$ cat src/scs_pkg.sv
package scs_pkg;
    // ************************************************************
    // Timing
    // ************************************************************
    localparam int CLK_MHZ        = 250;
    localparam int STEP_NS        = 500;
    localparam int STEP_CYC       = (STEP_NS * CLK_MHZ + 999) / 1000;
    localparam int CLK_STOP_US    = 12;
    localparam int CLK_STOP_CYC   = CLK_STOP_US * CLK_MHZ;
    localparam int GATE_WIN_US    = 200;
    localparam int GATE_WIN_CYC   = GATE_WIN_US * CLK_MHZ;
    localparam int DEBOUNCE_MS    = 8;
    localparam int DEBOUNCE_CYC   = DEBOUNCE_MS * 1000 * CLK_MHZ;
    localparam int SUPPLY_OFF_CYC = STEP_CYC;
    localparam int CNT_W          = 24;

    // ************************************************************
    // Sequencer states
    // ************************************************************
    typedef enum logic [3:0] {
        SCS_IDLE,
        SCS_RAMP,
        SCS_LINES,
        SCS_CLOCK,
        SCS_ACTIVE,
        SCS_DRST,
        SCS_DCLK,
        SCS_DLINES,
        SCS_DOFF
    } scs_state_t;

    // Divider select codes
    localparam logic [1:0] DIV_8 = 2'h0;
    localparam logic [1:0] DIV_4 = 2'h1;
    localparam logic [1:0] DIV_1 = 2'h2;
    localparam logic [1:0] DIV_2 = 2'h3;
endpackage

$ cat src/scs_sequencer.sv
`timescale 1ns/1ps
`default_nettype none
module scs_sequencer #(
    parameter int DEBOUNCE_CYCLES = scs_pkg::DEBOUNCE_CYC,
    parameter int GATE_CYCLES     = scs_pkg::GATE_WIN_CYC,
    parameter int STOP_CYCLES     = scs_pkg::CLK_STOP_CYC
) (
    input  wire logic sys_clk,
    input  wire logic rst_b,
    input  wire logic interface_clock_in,
    input  wire logic session_request_n,
    input  wire logic host_reset_request,
    input  wire logic card_detect_in,
    input  wire logic detect_active_high,
    input  wire logic divider_select_hi,
    input  wire logic divider_select_lo,
    input  wire logic supply_good,
    input  wire logic host_uv_fault,
    input  wire logic supply_fault,
    input  wire logic regulator_input_supply,
    input  wire logic over_temp,
    input  wire logic host_data_in,
    input  wire logic host_aux_one_in,
    input  wire logic host_aux_two_in,
    input  wire logic card_data_in,
    input  wire logic card_aux_one_in,
    input  wire logic card_aux_two_in,
    output logic      flag_n,
    output logic      card_supply_out,
    output logic      card_clock_out,
    output logic      card_reset_out,
    output logic      host_data_out,
    output logic      host_data_oe,
    output logic      host_aux_one_out,
    output logic      host_aux_one_oe,
    output logic      host_aux_two_out,
    output logic      host_aux_two_oe,
    output logic      card_data_out,
    output logic      card_data_oe,
    output logic      card_aux_one_out,
    output logic      card_aux_one_oe,
    output logic      card_aux_two_out,
    output logic      card_aux_two_oe
);
    localparam int NS = 13;

    initial begin
        if (DEBOUNCE_CYCLES < 2 || DEBOUNCE_CYCLES >= (1 << scs_pkg::CNT_W) ||
            GATE_CYCLES < 2 || GATE_CYCLES >= (1 << scs_pkg::CNT_W) ||
            STOP_CYCLES < 2 || STOP_CYCLES >= (1 << scs_pkg::CNT_W)) begin
            $error("scs_sequencer: count parameter out of range");
        end
    end

    // ************************************************************
    // Input synchronisers
    // ************************************************************
    logic [NS-1:0] meta_r;
    logic [NS-1:0] sync_r;
    logic [NS-1:0] raw_in;
    assign raw_in = {interface_clock_in, session_request_n, host_reset_request, card_detect_in,
                     supply_good, host_uv_fault, supply_fault, regulator_input_supply, over_temp,
                     host_data_in, card_data_in, host_aux_one_in, card_aux_one_in};

    // Two flops on every outside input except detect_active_high and the divider selects
    always_ff @(posedge sys_clk or negedge rst_b) begin
        if (!rst_b) begin
            meta_r <= '0;
            sync_r <= '0;
        end else begin
            meta_r <= raw_in;
            sync_r <= meta_r;
        end
    end

    logic [1:0] aux2_meta_r;
    logic [1:0] aux2_sync_r;
    always_ff @(posedge sys_clk or negedge rst_b) begin
        if (!rst_b) begin
            aux2_meta_r <= 2'h3;
            aux2_sync_r <= 2'h3;
        end else begin
            aux2_meta_r <= {host_aux_two_in, card_aux_two_in};
            aux2_sync_r <= aux2_meta_r;
        end
    end

    logic s_iclk, s_sess_n, s_host_reset_request, s_det, s_good, s_uv, s_sfault, s_regulator_input_supply, s_hot;
    logic s_hd, s_cd, s_ha1, s_ca1;
    assign {s_iclk, s_sess_n, s_host_reset_request, s_det, s_good, s_uv, s_sfault, s_regulator_input_supply, s_hot,
            s_hd, s_cd, s_ha1, s_ca1} = sync_r;

    // Rising edge of interface clock, timing tick
    logic iclk_d_r;
    logic tick;
    always_ff @(posedge sys_clk or negedge rst_b) begin
        if (!rst_b) iclk_d_r <= 1'b0;
        else        iclk_d_r <= s_iclk;
    end
    assign tick = s_iclk & ~iclk_d_r;

    // ************************************************************
    // Presence and debounce
    // ************************************************************
    logic card_in;
    assign card_in = s_det ~^ detect_active_high;

    logic [scs_pkg::CNT_W-1:0] deb_cnt_r;
    logic                      present_r;
    always_ff @(posedge sys_clk or negedge rst_b) begin
        if (!rst_b) begin
            deb_cnt_r <= '0;
            present_r <= 1'b0;
        end else if (!card_in) begin
            deb_cnt_r <= '0;
            present_r <= 1'b0;
        end else if (!present_r && tick) begin
            if (deb_cnt_r == scs_pkg::CNT_W'(DEBOUNCE_CYCLES - 1)) present_r <= 1'b1;
            else deb_cnt_r <= deb_cnt_r + 1'b1;
        end
    end

    // ************************************************************
    // Sequencer
    // ************************************************************
    scs_pkg::scs_state_t       st_r;
    logic [scs_pkg::CNT_W-1:0] cnt_r;
    logic [scs_pkg::CNT_W-1:0] win_r;
    logic                      gated_r;
    logic                      clk_run_r;
    logic                      rst_mirror_r;
    logic                      fault;
    logic                      sess_ok;
    // Current-limit events have no input here: never reported
    assign fault   = !present_r | s_uv | s_sfault | !s_regulator_input_supply | s_hot;
    assign sess_ok = !s_sess_n && !fault;

    always_ff @(posedge sys_clk or negedge rst_b) begin
        if (!rst_b) begin
            st_r    <= scs_pkg::SCS_IDLE;
            cnt_r   <= '0;
            gated_r <= 1'b0;
        end else begin
            case (st_r)
                scs_pkg::SCS_IDLE: begin
                    cnt_r <= '0;
                    if (sess_ok) begin
                        gated_r <= s_host_reset_request;
                        st_r    <= scs_pkg::SCS_RAMP;
                    end
                end
                scs_pkg::SCS_RAMP: begin
                    if (!sess_ok) st_r <= scs_pkg::SCS_DRST;
                    else if (s_good) st_r <= scs_pkg::SCS_LINES;
                end
                scs_pkg::SCS_LINES: begin
                    if (!sess_ok) st_r <= scs_pkg::SCS_DRST;
                    else if (tick) begin
                        if (cnt_r == scs_pkg::CNT_W'(scs_pkg::STEP_CYC - 1)) begin
                            cnt_r <= '0;
                            st_r  <= scs_pkg::SCS_CLOCK;
                        end else cnt_r <= cnt_r + 1'b1;
                    end
                end
                scs_pkg::SCS_CLOCK: begin
                    if (!sess_ok) st_r <= scs_pkg::SCS_DRST;
                    else if (tick) begin
                        if (cnt_r == scs_pkg::CNT_W'(scs_pkg::STEP_CYC - 1)) begin
                            cnt_r <= '0;
                            st_r  <= scs_pkg::SCS_ACTIVE;
                        end else cnt_r <= cnt_r + 1'b1;
                    end
                end
                scs_pkg::SCS_ACTIVE: begin
                    cnt_r <= '0;
                    if (!sess_ok) st_r <= scs_pkg::SCS_DRST;
                end
                scs_pkg::SCS_DRST: begin
                    if (tick) begin
                        if (cnt_r == scs_pkg::CNT_W'(STOP_CYCLES - 1)) begin
                            cnt_r <= '0;
                            st_r  <= scs_pkg::SCS_DCLK;
                        end else cnt_r <= cnt_r + 1'b1;
                    end
                end
                scs_pkg::SCS_DCLK: st_r <= scs_pkg::SCS_DLINES;
                scs_pkg::SCS_DLINES: begin
                    if (tick) begin
                        if (cnt_r == scs_pkg::CNT_W'(scs_pkg::SUPPLY_OFF_CYC - 1)) begin
                            cnt_r <= '0;
                            st_r  <= scs_pkg::SCS_DOFF;
                        end else cnt_r <= cnt_r + 1'b1;
                    end
                end
                scs_pkg::SCS_DOFF: begin
                    if (!s_good && s_sess_n) st_r <= scs_pkg::SCS_IDLE;
                end
                default: st_r <= scs_pkg::SCS_IDLE;
            endcase
        end
    end

    // Window counter from start of activation
    always_ff @(posedge sys_clk or negedge rst_b) begin
        if (!rst_b) win_r <= '0;
        else if (st_r == scs_pkg::SCS_IDLE) win_r <= '0;
        else if (tick && win_r != scs_pkg::CNT_W'(GATE_CYCLES)) win_r <= win_r + 1'b1;
    end

    logic in_act;
    logic win_done;
    assign in_act   = (st_r == scs_pkg::SCS_CLOCK) || (st_r == scs_pkg::SCS_ACTIVE);
    assign win_done = (win_r == scs_pkg::CNT_W'(GATE_CYCLES));

    logic clk_zone;
    logic stop_end;
    assign clk_zone = (st_r == scs_pkg::SCS_LINES) || in_act;
    assign stop_end = (cnt_r == scs_pkg::CNT_W'(STOP_CYCLES - 1));

    // Clock run and reset mirror per mode
    always_ff @(posedge sys_clk or negedge rst_b) begin
        if (!rst_b) begin
            clk_run_r    <= 1'b0;
            rst_mirror_r <= 1'b0;
        end else begin
            // Clock keeps running through the reset-low phase of deactivation
            if (st_r == scs_pkg::SCS_DRST) begin
                if (tick && stop_end) clk_run_r <= 1'b0;
            end else if (!clk_zone) clk_run_r <= 1'b0;
            else if (!gated_r) clk_run_r <= in_act;
            else if (!s_host_reset_request || win_done) clk_run_r <= 1'b1;
            if (st_r != scs_pkg::SCS_ACTIVE || !sess_ok) rst_mirror_r <= 1'b0;
            else if (gated_r) rst_mirror_r <= win_done & s_host_reset_request;
            else rst_mirror_r <= s_host_reset_request;
        end
    end

    // ************************************************************
    // Card clock divider
    // ************************************************************
    logic [2:0] div_r;
    logic [1:0] dsel;
    logic       div_bit;
    assign dsel = {divider_select_hi, divider_select_lo};
    always_ff @(posedge sys_clk or negedge rst_b) begin
        if (!rst_b) div_r <= '0;
        else if (!clk_run_r) div_r <= '0; // Held so the divide-by-2/4/8 clocks start on a high phase; divide-by-1 follows the interface clock
        else if (tick) div_r <= div_r + 1'b1;
    end
    always_comb begin
        case (dsel)
            scs_pkg::DIV_8: div_bit = ~div_r[2];
            scs_pkg::DIV_4: div_bit = ~div_r[1];
            scs_pkg::DIV_2: div_bit = ~div_r[0];
            default:        div_bit = s_iclk;
        endcase
    end

    // ************************************************************
    // Level shifters: first side low drives
    // ************************************************************
    logic [2:0] own_host_r;
    logic [2:0] own_card_r;
    logic [2:0] idle_wait_r;
    logic [2:0] h_in;
    logic [2:0] c_in;
    logic       lines_en;
    assign h_in = {aux2_sync_r[1], s_ha1, s_hd};
    assign c_in = {aux2_sync_r[0], s_ca1, s_cd};
    assign lines_en = clk_zone || (st_r == scs_pkg::SCS_DRST) || (st_r == scs_pkg::SCS_DCLK);

    // Owner released when its own side goes high, then wait for both sides idle
    always_ff @(posedge sys_clk or negedge rst_b) begin
        if (!rst_b) begin
            own_host_r  <= '0;
            own_card_r  <= '0;
            idle_wait_r <= '1;
        end else begin
            for (int i = 0; i < 3; i++) begin
                if (!lines_en) begin
                    own_host_r[i]  <= 1'b0;
                    own_card_r[i]  <= 1'b0;
                    idle_wait_r[i] <= 1'b1;
                end else if (own_host_r[i] ? h_in[i] : (own_card_r[i] && c_in[i])) begin
                    own_host_r[i]  <= 1'b0;
                    own_card_r[i]  <= 1'b0;
                    idle_wait_r[i] <= 1'b1;
                end else if (idle_wait_r[i]) begin
                    idle_wait_r[i] <= !(h_in[i] && c_in[i]);
                end else if (!own_card_r[i]) begin
                    own_host_r[i] <= !h_in[i];
                    own_card_r[i] <= h_in[i] && !c_in[i];
                end
            end
        end
    end

    // ************************************************************
    // Registered outputs
    // ************************************************************
    always_ff @(posedge sys_clk or negedge rst_b) begin
        if (!rst_b) begin
            flag_n          <= 1'b0;
            card_supply_out <= 1'b0;
            card_clock_out  <= 1'b0;
            card_reset_out  <= 1'b0;
            host_data_out   <= 1'b0;
            host_data_oe    <= 1'b0;
            host_aux_one_out <= 1'b0;
            host_aux_one_oe <= 1'b0;
            host_aux_two_out <= 1'b0;
            host_aux_two_oe <= 1'b0;
            card_data_out   <= 1'b0;
            card_data_oe    <= 1'b1;
            card_aux_one_out <= 1'b0;
            card_aux_one_oe <= 1'b1;
            card_aux_two_out <= 1'b0;
            card_aux_two_oe <= 1'b1;
        end else begin
            flag_n          <= present_r & !fault;
            card_supply_out <= (st_r != scs_pkg::SCS_IDLE) && (st_r != scs_pkg::SCS_DOFF);
            card_clock_out  <= clk_run_r & div_bit;
            card_reset_out  <= rst_mirror_r;
            host_data_out   <= 1'b0;
            host_data_oe    <= own_card_r[0];
            host_aux_one_out <= 1'b0;
            host_aux_one_oe <= own_card_r[1];
            host_aux_two_out <= 1'b0;
            host_aux_two_oe <= own_card_r[2];
            // Card lines pulled low when not enabled, released high when idle
            card_data_out   <= 1'b0;
            card_data_oe    <= !lines_en | own_host_r[0];
            card_aux_one_out <= 1'b0;
            card_aux_one_oe <= !lines_en | own_host_r[1];
            card_aux_two_out <= 1'b0;
            card_aux_two_oe <= !lines_en | own_host_r[2];
        end
    end
endmodule
`default_nettype wire

$ cat config.mk
export PLATFORM = sky130hd
export DESIGN_NAME = scs_sequencer
export DESIGN_NICKNAME = d
export VERILOG_FILES = /design/src/scs_pkg.sv /design/src/scs_sequencer.sv
export SDC_FILE = /design/constraint.sdc
export NUM_CORES = 1
export LEC_CHECK = 0
export ABC_AREA = 1
export BUFFER_PORTS_ARGS = -buffer_cell sky130_fd_sc_hd__buf_2
export CORE_MARGIN = 3
export CORE_UTILIZATION = 34
export CTS_BUF_LIST = sky130_fd_sc_hd__clkbuf_16
export DETAILED_ROUTE_END_ITERATION = 16
export GPL_TIMING_DRIVEN = 1
export PLACE_DENSITY = 0.6
export SLEW_MARGIN = 20
export SYNTH_ARGS = -nofsm -noshare
export SYNTH_HDL_FRONTEND = slang
export SYNTH_SLANG_ARGS = --single-unit
$ cat constraint.sdc
create_clock -name sys_clk -period 1.7 [get_ports sys_clk]
set_input_delay 0.255 -clock sys_clk [delete_from_list [all_inputs] [get_ports sys_clk]]
set_output_delay 0.255 -clock sys_clk [all_outputs]
set_load 0.05 [all_outputs]
==> results.toml, run 1 <==
[global_route]
gr-total-overflow = 0
antenna_found_initial = 0
grtUsageTotal = 0.1507
grt_pass1_wl_um = 29500
grt_max_degree = 38
grt_pass1_vias = 6291

[clock_network]
clkSinkCount = 133
h-tree-depth = 4
root_buffer = "clkbuf_16"
clockBufferDepth = 2
tritoncts = "built"
clkTransAtPathRegs_ns = 0.06
cts_made_buffers = 17
worstSkewPairLatency_ns = 0.42

[logic_synthesis]
synth_seq_area_share = 0.4603
synth_edf_count = 0
ys_ff_latch = 133
synth-compound-area-share = 0.05309
synthFlopType = "dfrtp_1"
synth-adder-area-share = 0.01034
yosys.cell_types.count = 38
syn_inst = 983
synthXorXnorAreaFrac = 0.02655
synth_warnings = 0
synthArstFlopShare = 1.000
synth_top_family_by_area = "simple AND/OR/NAND/NOR gates"
syn_area_per_cell_um2 = 7.384
synthMuxAreaShare = 0
synthesis.area_um2 = 7258
synth_simple_gate_area_frac = 0.3755

[sta]
min_period_ns = 1.630
hold_viol = 0
fmax_ghz = 0.6136
hold_slack_ns = 0.1242
setup_viol = 0
finalCritPeriodShare = 0.9587
finalClockSkew_ns = 0.008955
rsz0062_at_grt = "true"
final_max_slew_viol_count = 0
setup_slack_ns = 0.07019

[layout]
area_delta_synth_final_pct = 27.65
drive_above_1_share = 0.2030
final_common_cell = "nand2_1"
fin_util = 0.4492
antennaDiodeCount = 0
fill_cells = 2055
final_cells = 1398
layout_common_cells = "nand2_1 (294), nor2_1 (146), dfrtp_1 (116)"
nets = 1141

[drt]
viasPerCell = 4.782
drtIter0Drc = 465
wirelength_um = 17480
vias = 6685
first_pass_iters = 6
drc = 0
wl_per_cell_um = 12.50
ant_nets = 0

[status]
status = "finished, final reports clean"

[worst_hold_path]
hold_path.class = "in2reg"

[floorplan]
core_area_um2 = 20620
die_h_um = 152.1
fp.dieArea_um2 = 23140
ios = 36
initial_core_util = 0.3519
core.rowCount = 52
die_w_um = 152.1

[pwr]
power_uw = 7161
power_density_nw_per_um2 = 772.9
max-vdd-ir-drop_mv = 0.6532
p_leak_uw = 0.004323

[placed_design]
dp_cells = 1336
dp_hpwl_um = 12290
port_buffers = 29
place_worst_setup_slack_ns = -0.03975
place.gp.congestion = 0.9016

[worst_setup_path]
critPathRequiredTime_ns = 2.05
critPathKind = "reg2reg"
endpoint_kind = "flip-flop"
worstSetupStartpointType = "flip-flop"
worstPathArrival_ns = 1.98
worstPathMaxFanout = 12

[run]
drv_cap = 0
## synth_stat cells (2+ instances only)
cell      number  area, um2
o21ai_1       20      100.1
nor2_1       152      570.6
nand4_1       33      206.5
ha_1           6      75.07
o2111a_1       3      33.78
nand2_2        7      43.79
inv_4          2      12.51
o21ai_0       21      105.1
xnor2_1        2      17.52
or2_2          3      18.77
nor3_1        24      120.1
nand3_1       91      455.4
nor2_2         8      50.05
buf_6          2      22.52
o211ai_1       2      15.01
buf_2          7      35.03
xor2_1        20      175.2
buf_4         11      82.58
dfrtp_1      123       3078
dfstp_2       10      262.8
a211oi_1       2      15.01
inv_2         11      41.29
nand2_1      301       1130
nor2_4         4      45.04
a21oi_1        5      25.02
a21o_1         2      15.01
o21bai_1       4      30.03
o21a_1         4      30.03
nand3b_1       6      45.04
inv_1         89      334.1
## metal layers
layer	vias up	global-route usage	part of all wire	wire [um]
met5	-	0	0	0
li1	3399	-	-	-
met1	3130	0.2097	0.49	8527
met4	0	0.04409	0.016	274
met2	134	0.2379	0.46	7992
met3	22	0.03214	0.039	686
## worst paths after layout
check / end / slack (ns) / cells past startpoint / from
min: card_clock_out / 0.12 / 3 / divider_select_hi
max: win_r[13] / 0.07 / 11 / win_r[0]
max reg2reg: win_r[13] / 0.07 / 11 / win_r[0]
min reg2reg: sync_r[5] / 0.35 / 0 / meta_r[5]
max in group asynchronous: card_clock_out / 0.79 / 3 / rst_b
min in group asynchronous: win_r[19] / 0.31 / 2 / rst_b
## per-stage QoR
stage | setup TNS (ns) | instance area (um2)
after floorplan | 0 | 7277
after detailed placement | -0.3903 | 8214
after global routing | -0.1439 | 9265
after global placement | -0.1490 | 8214
final | 0 | 9265
after CTS | 0 | 8965
## layout make-up
cell class / count / area [um2] / share of cell area
multi-input combinational: 731 / 3528 / 0.3808
clock buffer: 17 / 425.4 / 0.04591
tap: 270 / 337.8 / 0.03646
timing repair buffer: 130 / 1066 / 0.1151
clock inverter: 15 / 157.7 / 0.01702
sequential: 133 / 3349 / 0.3615
inverter: 102 / 400.4 / 0.04321
## what timing repair did
action	4_1_cts	5_1_grt
pin swaps	0	12
gates cloned	0	2
setup endpoints to repair	17	71
hold endpoints to repair	48	0
hold buffers	16	0
gates resized for setup	2	53
setup buffers	0	12
## power breakdown
part           leakage (uW)  total (uW)  switching, uW  internal (uW)
Sequential          0.00175        3230           16.6           3210
Combinational       0.00229         292            195           96.2
Clock              0.000288        3640           1560           2080
## flip-flops by register name, summed over array words and instances, names as in the netlist, 2 cells and up
signal and flops:
aux2_sync_r 2, meta_r 13, win_r 24, aux2_meta_r 2, cnt_r 24, sync_r 13
deb_cnt_r 24, own_card_r 3, div_r 3, idle_wait_r 3, own_host_r 3, st_r 4
## worst max-delay path, stage by stage, from the launching register on
cell and delay, ns:
dfrtp_1 0.40, inv_2 0.08, ha_2 0.19, nand3_1 0.09
nor3_2 0.12, nand3_1 0.11, nand2_2 0.11, nand2_4 0.08
inv_6 0.10, clkbuf_16 0.17, nand2_1 0.05, o21ai_1 0.06
## logic make-up after synthesis
family | after synthesis
AOI/OAI and AO/OA | 65
xor gates and xnor gates | 22
adders and majority gates | 6
buffers and inverters | 124
DFF | 133
other | 1
and+or+nand+nor | 632
(Power assumes the default switching activity.)
==> run 2: changes to the inputs <==
Settings changed: CORE_UTILIZATION 34 to 45, PLACE_DENSITY 0.6 to 0.73, REMOVE_ABC_BUFFERS set to 1.
==> run 2 against run 1 <==
First-iteration DRC count up 55%. Clock skew about the same. Clock-buffer cell count unchanged. Fmax down 3.6%. Sequential power about the same. Utilization up 16 points. Critical endpoint is now win_r[12].
==> results.toml, run 2 (same netlist as run 1, synthesis figures left out) <==
[floorplan]
core.rowCount = 45
die_h_um = 133
core_area_um2 = 15480
initial_core_util = 0.4688
ios = 36
fp.dieArea_um2 = 17690
die_w_um = 133

[sta]
setup_viol = 0
setup_slack_ns = 0.008703
finalCritPeriodShare = 0.9949
hold_viol = 0
fmax_ghz = 0.5913
finalClockSkew_ns = 0.008859
min_period_ns = 1.691
finalSetupTns_ns = 0
final_max_slew_viol_count = 0
rsz0062_at_grt = "true"

[layout]
fill_cells = 1322
layout_common_cells = "nand2_1 (278), nor2_1 (142), dfrtp_1 (115)"
antennaDiodeCount = 0
nets = 1146
area_delta_synth_final_pct = 29.60
final_common_cell = "nand2_1"
design_area_um2 = 9407
reg_top3 = "cnt_r (24), deb_cnt_r (24), win_r (24)"
final_cells = 1344
drive_above_1_share = 0.2374

[worst_setup_path]
crit_slowest_cell = "dfrtp_1"
rrSetupSlack_ns = 0.009
critPathRequiredTime_ns = 2.01
crit_chain = "inv_2, ha_4, nand3_2, nor3_2, nand3_2, nand2_2, nand2_4, buf_4, nand2_1, o21ai_0"
reg2reg_depth = 10
path_buf_inv = 2
r2r_end = "win_r[12]"
cp_slowest_stage_delay_ns = 0.42
worstPathMaxFanout = 7
critPathKind = "reg2reg"
crit_top_cell = "nand3_2"
endpoint_kind = "flip-flop"
worstPathArrival_ns = 2.00
worstSetupStartpointType = "flip-flop"
r2r-start = "win_r[0]"
path_delay_family = "simple AND/OR/NAND/NOR gates"
startpoint = "win_r[0]"

[clock_network]
clkSinkCount = 133
clockBufferDepth = 2
root_buffer = "clkbuf_16"
h-tree-depth = 4
cts_made_buffers = 17
tritoncts = "built"
clkTransAtPathRegs_ns = 0.07
worstSkewPairLatency_ns = 0.43

[drt]
viasPerCell = 5.176
first_pass_iters = 6
drc = 0
drtIter0Drc = 722
wirelength_um = 18450
wl_per_cell_um = 13.73
ant_nets = 0
vias = 6957

[status]
status = "finished, final reports clean"

[placed_design]
dp_hpwl_um = 12090
dp_cells = 1270
place.gp.congestion = 0.9347
port_buffers = 29
postPlaceCellArea_um2 = 8088
place_worst_setup_slack_ns = -0.09113

[pwr]
combPwrFrac = 0.041
p_leak_uw = 0.004421
power_frac_clock = 0.508
switching_share = 0.2490
max-vdd-ir-drop_mv = 0.9621
seqPwrFrac = 0.450
power_density_nw_per_um2 = 762.3
internal_power_uw = 5385
switchingPower_uw = 1786

[worst_hold_path]
hold_end = "card_clock_out"
hold_path.class = "in2reg"
min-delay-start = "divider_select_hi"
holdPathStages = 3

[global_route]
grt_pass1_vias = 6337
gr-total-overflow = 0
grt_max_degree = 49
grtUsageTotal = 0.2038
grt_pass1_wl_um = 29700
antenna_found_initial = 0

[run]
drv_cap = 0
[run 2: cell types whose count changed in the layout (fill, tap and decap cells not counted), moves of 3 or more]
cell and change:
nand2_1 -16, nand2_2 +15, o21ai_2 +6, inv_1 -4, nor2_1 -4, nor2_4 +4, ha_4 +3, inv_2 +3
nand3_1 -3, nand3_2 +3, o21ai_0 -3, o21ai_1 -3
[run 2: area by class of cell]
cell class	count	area, um2	share of cell area
Multi-Input combinational cell	731	3681	0.3913
Sequential cell	133	3351	0.3562
Timing Repair Buffer	135	1126	0.1197
Clock buffer	17	425.4	0.04522
Inverter	102	402.9	0.04283
Tap cell	211	264.0	0.02807
Clock inverter	15	156.4	0.01663
[run 2: worst max-delay path by stage]
stage | slack, ns | depth (start not counted) | end
detailed placement | -0.09 | 8 | deb_cnt_r[3]
global placement | -0.02 | 8 | deb_cnt_r[23]
floorplan | -0.23 | 10 | cnt_r[10]
finish | 0.009 | 10 | win_r[12]
CTS | 0.002 | 13 | cnt_r[11]
global route | -0.07 | 12 | cnt_r[14]
[run 2: per-layer routing]
| metal | track usage | vias up | share of wire |
|---|---|---|---|
| met5 | 0 | - | 0 |
| met4 | 0.05543 | 0 | 0.016 |
| met3 | 0.04487 | 38 | 0.057 |
| met2 | 0.3180 | 239 | 0.47 |
| met1 | 0.2878 | 3261 | 0.45 |
| li1 | - | 3419 | - |
[run 2: what timing repair did]
item | in CTS | in global routing
pin swaps | 1 | 29
endpoints found under the setup margin | 35 | 77
endpoints found under the hold margin | 36 | 0
buffers inserted | 0 | 21
gates resized for setup | 4 | 100
hold buffers | 16 | 0
cloned | 0 | 5
[run 2: power groups by stage]
| stage | registers (uW) | logic, uW | clock network, uW |
|---|---|---|---|
| after global placement | 3280 | 256 | 0 |
| after detailed placement | 3290 | 259 | 0 |
| after floorplan | 3280 | 99.5 | 0 |
| after global routing | 3230 | 328 | 3860 |
| final | 3230 | 296 | 3650 |
| after CTS | 3230 | 290 | 3720 |
[run 2: worst reg2reg max path: stages, from the launching register on]
cell	delay, ns
dfrtp_1	0.42
inv_2	0.10
ha_4	0.14
nand3_2	0.07
nor3_2	0.21
nand3_2	0.12
nand2_2	0.12
nand2_4	0.09
buf_4	0.18
nand2_1	0.06
o21ai_0	0.07
[run 2: stage by stage]
stage	util	hold WS, ns	total power (uW)
3_3_place_gp	0.5223	0.1740	3540
4_1_cts	0.5712	0.1234	7236
2_1_floorplan	-	-0.04059	3383
5_1_grt	0.6075	0.1594	7419
3_5_place_dp	0.5223	0.1728	3545
6_report	0.6075	0.1432	7170
==> run 3: changes to the inputs <==
Settings changed: RECOVER_POWER set to 50.
==> run 3 against run 2 <==
Clock-buffer cell count unchanged. Non-clock buffer count is the same. Clock power barely moved. Worst hold slack lost 0.0060 ns. Via count grew 0.19%. Die area stayed put. Critical path type unchanged. First-iteration DRC count fell by 7.8%. Sequential power hardly changed. Sequential share of layout area is essentially flat.
==> results.toml, run 3 (same netlist as run 1, synthesis figures left out) <==
[sta]
hold_slack_ns = 0.1372
slew_headroom = 0.4075
worst_pin_slew_ns = 0.8887
setup_viol = 0
final_max_slew_viol_count = 0
hold_viol = 0
setup_slack_ns = 0.01336
fmax_ghz = 0.5929
finalCritPeriodShare = 0.9921
min_period_ns = 1.687
rsz0062_at_grt = "true"
finalClockSkew_ns = 0.008909

[worst_setup_path]
critPathRequiredTime_ns = 2.01
worstPathMaxFanout = 6
worstSetupStartpointType = "flip-flop"
worstPathArrival_ns = 2.00
endpoint_kind = "flip-flop"
critPathKind = "reg2reg"

[global_route]
gr-total-overflow = 0
antenna_found_initial = 0
grt_pass1_wl_um = 29700
grtUsageTotal = 0.2038
grt_pass1_vias = 6337
grt_max_degree = 49

[drt]
drtIter0Drc = 666
first_pass_iters = 6
ant_nets = 0
drc = 0
wirelength_um = 18370
vias = 6970
wl_per_cell_um = 13.67
viasPerCell = 5.186

[status]
status = "finished, final reports clean"

[layout]
design_area_um2 = 9394
drive_above_1_share = 0.2365
antennaDiodeCount = 0
reg_top3 = "cnt_r (24), deb_cnt_r (24), win_r (24)"
final_common_cell = "nand2_1"
final_cells = 1344
nets = 1146
layout_common_cells = "nand2_1 (278), nor2_1 (142), dfrtp_1 (115)"
area_delta_synth_final_pct = 29.43

[placed_design]
dp_cells = 1270
port_buffers = 29
place.gp.congestion = 0.9347
dp_hpwl_um = 12090
postPlaceCellArea_um2 = 8088
place_worst_setup_slack_ns = -0.09113

[floorplan]
ios = 36
die_w_um = 133
core_area_um2 = 15480
die_h_um = 133
core.rowCount = 45
initial_core_util = 0.4688
fp.dieArea_um2 = 17690

[pwr]
p_leak_uw = 0.004415
max-vdd-ir-drop_mv = 0.9617
power_density_nw_per_um2 = 762.2

[clock_network]
clkTransAtPathRegs_ns = 0.06
clkSinkCount = 133
h-tree-depth = 4
worstSkewPairLatency_ns = 0.43
root_buffer = "clkbuf_16"
tritoncts = "built"
clockBufferDepth = 2
cts_made_buffers = 17

[run]
drv_cap = 0

[worst_hold_path]
hold_path.class = "in2reg"
run 3: cell count changes in the layout (fill, tap and decap cells not counted), sizes merged:
cell | previous run | this run
clkbuf | 20 | 24
buf | 116 | 112
run 3: worst paths after layout:
path	from	slack [ns]	cells after the start	to
max in group asynchronous	rst_b	0.40	3	win_r[11]
hold reg to reg	rst_mirror_r	0.35	0	card_reset_out
setup reg to reg	win_r[0]	0.01	10	win_r[18]
setup / recovery	win_r[0]	0.01	10	win_r[18]
min in group asynchronous	rst_b	0.49	2	cnt_r[17]
hold / removal	divider_select_hi	0.14	3	card_clock_out
run 3: final cells by class:
type	count	area, um2
clock buffers	17	425.4
clock inverters	15	156.4
fillers	1325	6090
inverters	102	402.9
multi-input cells	731	3681
flip-flops and latches	133	3351
well taps	211	264.0
repair buffers	135	1114
run 3: per-layer routing:
| layer | up-vias | global-route usage | share of wire |
|---|---|---|---|
| met1 | 3263 | 0.2878 | 0.45 |
| li1 | 3421 | - | - |
| met2 | 251 | 0.3180 | 0.47 |
| met3 | 35 | 0.04487 | 0.064 |
| met4 | 0 | 0.05543 | 0.015 |
| met5 | - | 0 | 0 |
run 3: stage by stage:
| stage | setup TNS [ns] | total power, uW | utilization |
|---|---|---|---|
| 3_5_place_dp | -1.075 | 3545 | 0.5223 |
| 6_report | 0 | 7160 | 0.6067 |
| 3_3_place_gp | -0.05824 | 3540 | 0.5223 |
| 4_1_cts | 0 | 7236 | 0.5712 |
| 2_1_floorplan | -3.846 | 3383 | - |
| 5_1_grt | -1.028 | 7415 | 0.6067 |
run 3: critical path, cell delays in order, from the launching register on:
cell       delay (ns)
dfrtp_1          0.42
inv_2            0.10
ha_4             0.14
nand3_2          0.07
nor3_2           0.21
nand3_2          0.12
nand2_2          0.11
nand2_4          0.09
inv_8            0.10
clkbuf_16        0.15
o21ai_1          0.06
run 3: where the power goes:
part / internal [uW] / switching [uW]
registers: 3210 / 17.8
clock network: 2080 / 1560
logic: 93.5 / 199
total: 5380 / 1780
run 3: repair_timing:
item | CTS | global route
hold buffers | 16 | 0
gates resized for setup | 4 | 100
gates cloned | 0 | 5
endpoints found under the hold margin | 36 | 0
pin swaps | 1 | 29
setup buffers | 0 | 21
setup endpoints to repair | 35 | 77
